<file path="src/hdl/disc_if_params.svh">
// Functional notes
// - One of four active-low drive selects.
// - Step pulse with direction moves one track.
// - Direction output picks inward or outward.
// - Precompensation enabled only above track 41.
// - Trigger starts a 10 ms one-shot.
// - Expiry asserts timed-out indication.
// - Active-low clear resets one-shot and flag.
// - Power alarm blocks starting new writes.
// - Active-low write enable gates drive recording.
// - Sector-found flop cleared by active-low line.
// - Sync decoder locks on preamble zero stream.
// - Codec timed by 500 kHz clock, complemented.
// - Transmit data encoded into write stream.
// - Select line picks the PLL input source.
// - Index and sector pulses locate the sector.
// - Mask output gates the processor interrupt.
// - Raw read data buffered and inverted.
`ifndef DISC_IF_PARAMS_SVH
`define DISC_IF_PARAMS_SVH
`define CLK_HZ 20000000
`define ONESHOT_MS 10
`define ONESHOT_CYCLES ((`CLK_HZ / 1000) * `ONESHOT_MS)
`define CODEC_HZ 500000
`define CODEC_HALF_CYCLES (`CLK_HZ / (2 * `CODEC_HZ))
`define PRECOMP_TRACK 41
`define STEP_PULSE_CYCLES 20
`define DIR_SETUP_CYCLES 20
`define SYNC_ZERO_CELLS 16
`endif

</file>
<file path="src/hdl/disc_if_pkg.sv">
package disc_if_pkg;
    typedef enum logic [1:0] {
        STEP_IDLE,
        STEP_SETUP,
        STEP_PULSE,
        STEP_HOLD
    } step_state_t;
endpackage

</file>
<file path="src/hdl/disc_if.sv">
`timescale 1ns/1ps
`default_nettype none
`include "disc_if_params.svh"
module disc_if #(
    parameter int ONESHOT_CYCLES = `ONESHOT_CYCLES,
    parameter int SECTORS = 32
) (
    input wire logic clk,
    input wire logic srst,
    input wire logic [1:0] unit_sel,
    input wire logic unit_en,
    input wire logic step_req,
    input wire logic step_inward,
    input wire logic [6:0] track_pos,
    input wire logic oneshot_trigger,
    input wire logic oneshot_clear_n,
    input wire logic power_alarm_n,
    input wire logic write_req,
    input wire logic sector_found_clear_n,
    input wire logic [4:0] target_sector,
    input wire logic preamble_sync_enable,
    input wire logic pll_input_select,
    input wire logic tx_data,
    input wire logic irq_mask_in,
    input wire logic sector_pulse_n,
    input wire logic index_pulse_n,
    input wire logic medium_protected_n,
    input wire logic head_at_outer_n,
    input wire logic medium_changed_n,
    input wire logic drive_ready_n,
    input wire logic raw_read_n,
    output logic drive_select0_n,
    output logic drive_select1_n,
    output logic drive_select2_n,
    output logic drive_select3_n,
    output logic step_n,
    output logic dir_out_n,
    output logic step_busy,
    output logic inner_track_precomp_n,
    output logic oneshot_expired_n,
    output logic write_enable_n,
    output logic write_data_n,
    output logic sector_found,
    output logic [4:0] sector_count,
    output logic preamble_synced,
    output logic codec_clock,
    output logic codec_clock_inv,
    output logic pll_data,
    output logic raw_read_inv,
    output logic irq_gate,
    output logic status_ready,
    output logic status_track0,
    output logic status_protected,
    output logic status_changed
);

    ////////////////////////////////////////////////////////////////////////////
    logic [3:0] sel;
    logic [7:0] step_cnt;
    disc_if_pkg::step_state_t step_state;

    // Selects only change while no step is in flight, so a pulse never hits two drives.
    always_ff @(posedge clk) begin
        if (srst) begin
            sel <= 4'h0;
        end else if (step_state == disc_if_pkg::STEP_IDLE) begin
            sel <= unit_en ? (4'h1 << unit_sel) : 4'h0;
        end
    end

    assign drive_select0_n = ~sel[0];
    assign drive_select1_n = ~sel[1];
    assign drive_select2_n = ~sel[2];
    assign drive_select3_n = ~sel[3];

    ////////////////////////////////////////////////////////////////////////////
    always_ff @(posedge clk) begin
        if (srst) begin
            step_state <= disc_if_pkg::STEP_IDLE;
            step_cnt <= 8'h00;
            step_n <= 1'b1;
            dir_out_n <= 1'b1;
        end else begin
            unique case (step_state)
                disc_if_pkg::STEP_IDLE: begin
                    step_n <= 1'b1;
                    if (step_req && unit_en) begin
                        dir_out_n <= ~step_inward;
                        step_cnt <= 8'(`DIR_SETUP_CYCLES - 1);
                        step_state <= disc_if_pkg::STEP_SETUP;
                    end
                end
                disc_if_pkg::STEP_SETUP: begin
                    // Direction settles before the pulse starts.
                    if (step_cnt == 8'h00) begin
                        step_n <= 1'b0;
                        step_cnt <= 8'(`STEP_PULSE_CYCLES - 1);
                        step_state <= disc_if_pkg::STEP_PULSE;
                    end else begin
                        step_cnt <= step_cnt - 8'h01;
                    end
                end
                disc_if_pkg::STEP_PULSE: begin
                    if (step_cnt == 8'h00) begin
                        step_n <= 1'b1;
                        step_cnt <= 8'(`DIR_SETUP_CYCLES - 1);
                        step_state <= disc_if_pkg::STEP_HOLD;
                    end else begin
                        step_cnt <= step_cnt - 8'h01;
                    end
                end
                disc_if_pkg::STEP_HOLD: begin
                    // Direction is kept after the pulse too, for the drive's hold time.
                    if (step_cnt == 8'h00) begin
                        step_state <= disc_if_pkg::STEP_IDLE;
                    end else begin
                        step_cnt <= step_cnt - 8'h01;
                    end
                end
            endcase
        end
    end

    assign step_busy = (step_state != disc_if_pkg::STEP_IDLE);

    ////////////////////////////////////////////////////////////////////////////
    always_ff @(posedge clk) begin
        if (srst) begin
            inner_track_precomp_n <= 1'b1;
        end else begin
            inner_track_precomp_n <= ~(track_pos > 7'(`PRECOMP_TRACK));
        end
    end

    ////////////////////////////////////////////////////////////////////////////
    logic [23:0] os_cnt;
    logic os_run;

    always_ff @(posedge clk) begin
        if (srst || !oneshot_clear_n) begin
            os_cnt <= 24'h000000;
            os_run <= 1'b0;
            oneshot_expired_n <= 1'b1;
        end else if (oneshot_trigger) begin
            os_cnt <= 24'(ONESHOT_CYCLES - 1);
            os_run <= 1'b1;
            oneshot_expired_n <= 1'b1;
        end else if (os_run) begin
            if (os_cnt == 24'h000000) begin
                os_run <= 1'b0;
                oneshot_expired_n <= 1'b0;
            end else begin
                os_cnt <= os_cnt - 24'h000001;
            end
        end
    end

    ////////////////////////////////////////////////////////////////////////////
    logic writing;

    // A write already running finishes under alarm; only a new start is refused.
    always_ff @(posedge clk) begin
        if (srst) begin
            writing <= 1'b0;
        end else if (!write_req || !unit_en) begin
            writing <= 1'b0;
        end else if (!writing && power_alarm_n && medium_protected_n) begin
            writing <= 1'b1;
        end
    end

    assign write_enable_n = ~writing;

    ////////////////////////////////////////////////////////////////////////////
    logic [5:0] cdiv;
    logic cclk;
    logic cclk_q;
    logic cell_tick;

    always_ff @(posedge clk) begin
        if (srst) begin
            cdiv <= 6'h00;
            cclk <= 1'b0;
        end else if (cdiv == 6'(`CODEC_HALF_CYCLES - 1)) begin
            cdiv <= 6'h00;
            cclk <= ~cclk;
        end else begin
            cdiv <= cdiv + 6'h01;
        end
    end

    always_ff @(posedge clk) begin
        if (srst) begin
            cclk_q <= 1'b0;
        end else begin
            cclk_q <= cclk;
        end
    end

    assign cell_tick = cclk & ~cclk_q;
    assign codec_clock = cclk;
    assign codec_clock_inv = ~cclk;

    // Frequency modulation: a clock mark every cell, a data mark mid-cell for a one.
    logic fm_bit;
    always_ff @(posedge clk) begin
        if (srst) begin
            write_data_n <= 1'b1;
            fm_bit <= 1'b0;
        end else begin
            if (cell_tick) begin
                fm_bit <= tx_data;
            end
            if (!writing) begin
                write_data_n <= 1'b1;
            end else if (cell_tick) begin
                write_data_n <= 1'b0;
            end else if (cdiv == 6'h00 && !cclk && fm_bit) begin
                write_data_n <= 1'b0;
            end else begin
                write_data_n <= 1'b1;
            end
        end
    end

    ////////////////////////////////////////////////////////////////////////////
    always_ff @(posedge clk) begin
        if (srst) begin
            raw_read_inv <= 1'b0;
            pll_data <= 1'b0;
        end else begin
            raw_read_inv <= ~raw_read_n;
            pll_data <= pll_input_select ? ~write_data_n : raw_read_inv;
        end
    end

    // Count read transitions per cell; cells with only the clock mark are zeros.
    logic rd_q;
    logic [1:0] edges;
    logic [4:0] zero_run;
    always_ff @(posedge clk) begin
        if (srst) begin
            rd_q <= 1'b0;
            edges <= 2'h0;
            zero_run <= 5'h00;
            preamble_synced <= 1'b0;
        end else begin
            rd_q <= raw_read_inv;
            if (!preamble_sync_enable) begin
                edges <= 2'h0;
                zero_run <= 5'h00;
                preamble_synced <= 1'b0;
            end else if (cell_tick) begin
                edges <= {1'b0, raw_read_inv & ~rd_q};
                if (edges == 2'h1) begin
                    if (zero_run == 5'(`SYNC_ZERO_CELLS - 1)) begin
                        preamble_synced <= 1'b1;
                    end else begin
                        zero_run <= zero_run + 5'h01;
                    end
                end else begin
                    zero_run <= 5'h00;
                end
            end else if (raw_read_inv && !rd_q && edges != 2'h3) begin
                edges <= edges + 2'h1;
            end
        end
    end

    ////////////////////////////////////////////////////////////////////////////
    logic sect_q;
    logic idx_q;
    always_ff @(posedge clk) begin
        if (srst) begin
            sect_q <= 1'b1;
            idx_q <= 1'b1;
            sector_count <= 5'h00;
        end else begin
            sect_q <= sector_pulse_n;
            idx_q <= index_pulse_n;
            // Index wins: it marks sector zero even if a sector pulse coincides.
            if (!index_pulse_n && idx_q) begin
                sector_count <= 5'h00;
            end else if (!sector_pulse_n && sect_q) begin
                sector_count <= (sector_count == 5'(SECTORS - 1)) ? 5'h00 :
                    sector_count + 5'h01;
            end
        end
    end

    // A match in the clearing cycle still sets the flag.
    always_ff @(posedge clk) begin
        if (srst) begin
            sector_found <= 1'b0;
        end else if (sector_count == target_sector && !sector_pulse_n && sect_q) begin
            sector_found <= 1'b1;
        end else if (!sector_found_clear_n) begin
            sector_found <= 1'b0;
        end
    end

    ////////////////////////////////////////////////////////////////////////////
    always_ff @(posedge clk) begin
        if (srst) begin
            irq_gate <= 1'b0;
            status_ready <= 1'b0;
            status_track0 <= 1'b0;
            status_protected <= 1'b0;
            status_changed <= 1'b0;
        end else begin
            irq_gate <= irq_mask_in;
            status_ready <= ~drive_ready_n;
            status_track0 <= ~head_at_outer_n;
            status_protected <= ~medium_protected_n;
            status_changed <= ~medium_changed_n;
        end
    end

endmodule
`default_nettype wire

</file>
<file path="config.mk">
export PLATFORM = sky130hd
export DESIGN_NAME = disc_if
export DESIGN_NICKNAME = d
export VERILOG_FILES = /design/src/hdl/disc_if_pkg.sv /design/src/hdl/disc_if.sv
export VERILOG_INCLUDE_DIRS = /design/src /design/src/hdl
export SDC_FILE = /design/constraint.sdc
export NUM_CORES = 1
export LEC_CHECK = 0
export BUFFER_PORTS_ARGS = -buffer_cell sky130_fd_sc_hd__buf_2
export CAP_MARGIN = 0
export CELL_PAD_IN_SITES_DETAIL_PLACEMENT = 1
export CELL_PAD_IN_SITES_GLOBAL_PLACEMENT = 1
export CORE_MARGIN = 4
export CORE_UTILIZATION = 45
export DETAILED_ROUTE_END_ITERATION = 10
export PLACE_DENSITY_LB_ADDON = 0.1
export SETUP_SLACK_MARGIN = 0.2
export SYNTH_ARGS = -nofsm -noshare
export SYNTH_HDL_FRONTEND = slang
export SYNTH_SLANG_ARGS = --single-unit
</file>
<file path="constraint.sdc">
create_clock -name clk -period 3.23 [get_ports clk]
set_input_delay 0.646 -clock clk [delete_from_list [all_inputs] [get_ports clk]]
set_output_delay 0.646 -clock clk [all_outputs]
set_load 0.05 [all_outputs]
</file>
==> flow_metrics.tcl <==
set metrics [dict create \
    status "finished, final reports clean" \
    worstPathArrival_ps 2570 \
    clk_latency_ps 340 \
    vias 3034 \
    power_density_nw_per_um2 606 \
    path_class "reg2reg" \
    start_util_pct 46.0 \
    clock-root-buffer "clkbuf_8" \
    ant_nets 0 \
    fin_util_pct 53.8 \
    r2r_end "os_cnt[19]" \
    finalSetupViolCount 0 \
    cp_slowest_stage_delay_ps 730 \
    r2r_start "os_cnt[0]" \
    synth_area_leaders "dfxtp_1 44%, ha_1 5.7%, nor2_1 5.1%, xor2_1 4.5%, a21oi_1 4.0%" \
    vdd_drop_max_v 0.000385 \
    ys_warn_count 0 \
    crit_slowest_cell "or4_2" \
    cts_setup_buffers 0 \
    startpoint_type "flip-flop" \
    netlist_instances 396 \
    dp.final_hpwl_mm 6.25 \
    grt_first_pass_wirelength_mm 14.6 \
    path_clk_slew_ps 80 \
    drc 0 \
    synth_common_cells "78 x dfxtp_1, 48 x nor2_1, 28 x a21oi_1, 25 x nand2_1, 24 x inv_1" \
    grt.total_usage_pct 18.4 \
    grt_pass1_vias 3092 \
    hold_path_class "in2reg" \
    setup_tns_ps 0 \
    clock_skew_ps 7.70 \
    htree_num_levels 3 \
    hold_buffers 0 \
    hold_viol 0 \
    slew_headroom_pct 50.6 \
    crit_chain "inv_1 -> ha_1 -> nand3_1 -> o2111ai_2 -> or4_2 -> a21oi_1" \
    dieHeight_um 96.6 \
    nFillCells 961 \
    ys_seq_area_share_pct 44.2 \
    rr_worst_depth 6 \
    netlist_area_um2 3530 \
    worst_hold_path.num_cells 2 \
    rsz0062_at_grt "no" \
    cts_buffers 9 \
    cts_buffer_depth 2 \
    drive_gt1_share_pct 20.7 \
    p_leak_nw 1.68 \
    min_to "status_track0" \
    rrSetupSlack_ps 920 \
    worstPathMaxFanout 15 \
    clock-sinks 78 \
    port-buffer-count 60 \
    synth_top_cell_by_area "dfxtp_1" \
    ys.flop_type "dfxtp_1" \
    finalCriticalPeriod_ps 2310 \
    holdWs_ps 441 \
    post_drt_wl_per_cell_um 14.9 \
    cts-resized-gates 0 \
    drtIter0Drc 77 \
    fin_crit_sh_pct 71.6 \
    fin_nets 509 \
    synth_nets 447 \
    drt-total-wl_mm 8.45 \
    antenna_found_initial 1 \
    crit_start "os_cnt[0]" \
    synthToLayoutAreaGrowth_pct 17.1 \
    first_pass_iters 4 \
    yosysMostFrequentCell "dfxtp_1" \
    drv_slew 0 \
    critPathCaptureType "flip-flop" \
    num_io_pins 62 \
    gr-total-overflow 0 \
    viasPerCell 5.36 \
    max_clock_freq_ghz 0.433 \
    tightest_slew_ps 740 \
    ys_async_sr_fraction_pct 0 \
    pre_cts_slack_ps 782 \
    row_count 32 \
    synth_edf_count 0 \
    synth_top_cell_area_share_pct 44.2 \
    setup_ws_ps 918 \
    maxCapViolations 0 \
    die-area_um2 9340 \
    required_ps 3490 \
    p_total_mw 2.51 \
    fp.dieW_um 96.6 \
    grt_max_degree 26 \
    syn_avg_cell_area_um2 8.93 \
    place_congestion 0.777 \
    synthDistinctLibCells 54 \
    cts_tree "built" \
    core_um2 7690 \
    ys_ff_latch 78 \
    worstHoldStart "head_at_outer_n" \
]
-- per-stage QoR --
stage	cell area, um2	instances
finish	4140	566
global route	4140	566
CTS	4140	565
detailed placement	3940	549
global placement	3940	549
floorplan	3530	396
-- worst max path at each step --
stage | depth (start not counted) | end | slack (ps)
after detailed placement | 5 | os_cnt[12] | 780
after global routing | 6 | os_cnt[19] | 740
after CTS | 6 | os_cnt[19] | 920
after global placement | 5 | os_cnt[12] | 820
final | 6 | os_cnt[19] | 920
after floorplan | 5 | os_cnt[22] | 1330
-- cell usage in the layout, fill, tap and decap left out, types with 8 or more instances in the layout --
cell	instances
a31oi_1	8
clkbuf_8	10
xor2_1	18
nor3_1	10
or3_1	8
dfxtp_1	78
a21oi_1	28
o21ai_0	13
o31ai_1	9
buf_2	60
nor2_1	48
nand2_1	25
inv_1	24
ha_1	16
-- critical path: cells and delay by family, from the launching register on --
family          cells  cell delay [ps]
compound gates      2              580
fa+ha+maj           1              210
buf+inv             1               90
flops               1              330
simple gates        2             1020
-- routing by layer --
metal	part of all wire, %	vias to the layer above	track usage (%)	wire [um]
met5	0	-	0	0
met4	1.3	0	6.70	108
met3	2.9	9	3.60	248
met2	51	33	32.7	4340
met1	44	1467	22.0	3760
li1	-	1525	-	-
-- area by class of cell --
| type | count | area, um2 | share of cell area, % |
|---|---|---|---|
| multi-input cells | 281 | 1830 | 44.3 |
| flip-flops and latches | 78 | 1560 | 37.7 |
| repair buffers | 63 | 323 | 7.80 |
| clock buffers | 10 | 138 | 3.33 |
| well taps | 102 | 128 | 3.08 |
| inverters | 25 | 93.8 | 2.27 |
| clock inverters | 6 | 61.3 | 1.48 |
| diodes | 1 | 2.50 | 0.0605 |
-- where the power goes --
part | total [mW] | switching [mW] | leakage [nW] | internal [mW]
Combinational | 0.662 | 0.431 | 0.946 | 0.231
Clock | 0.734 | 0.359 | 0.102 | 0.376
Sequential | 1.11 | 0.0728 | 0.637 | 1.04
-- state kept, by name, indices dropped and copies added (netlist names), 2 cells and up --
signal / count
edges: 2
zero_run: 5
os_cnt: 24
step_cnt: 8
sel: 4
cdiv: 6
sector_count: 5
step_state: 2
-- kinds of logic after synthesis --
logic type	Yosys count	synth area share [%]
flip-flops	78	44.2
AO/OA/AOI/OAI	84	15.0
XOR/XNOR	25	6.19
AND/OR/NAND/NOR	151	23.5
adder cells (fa/ha/maj)	16	5.66
multiplexers	5	1.42
buffers and inverters	37	4.00
(Power assumes the default switching activity.)
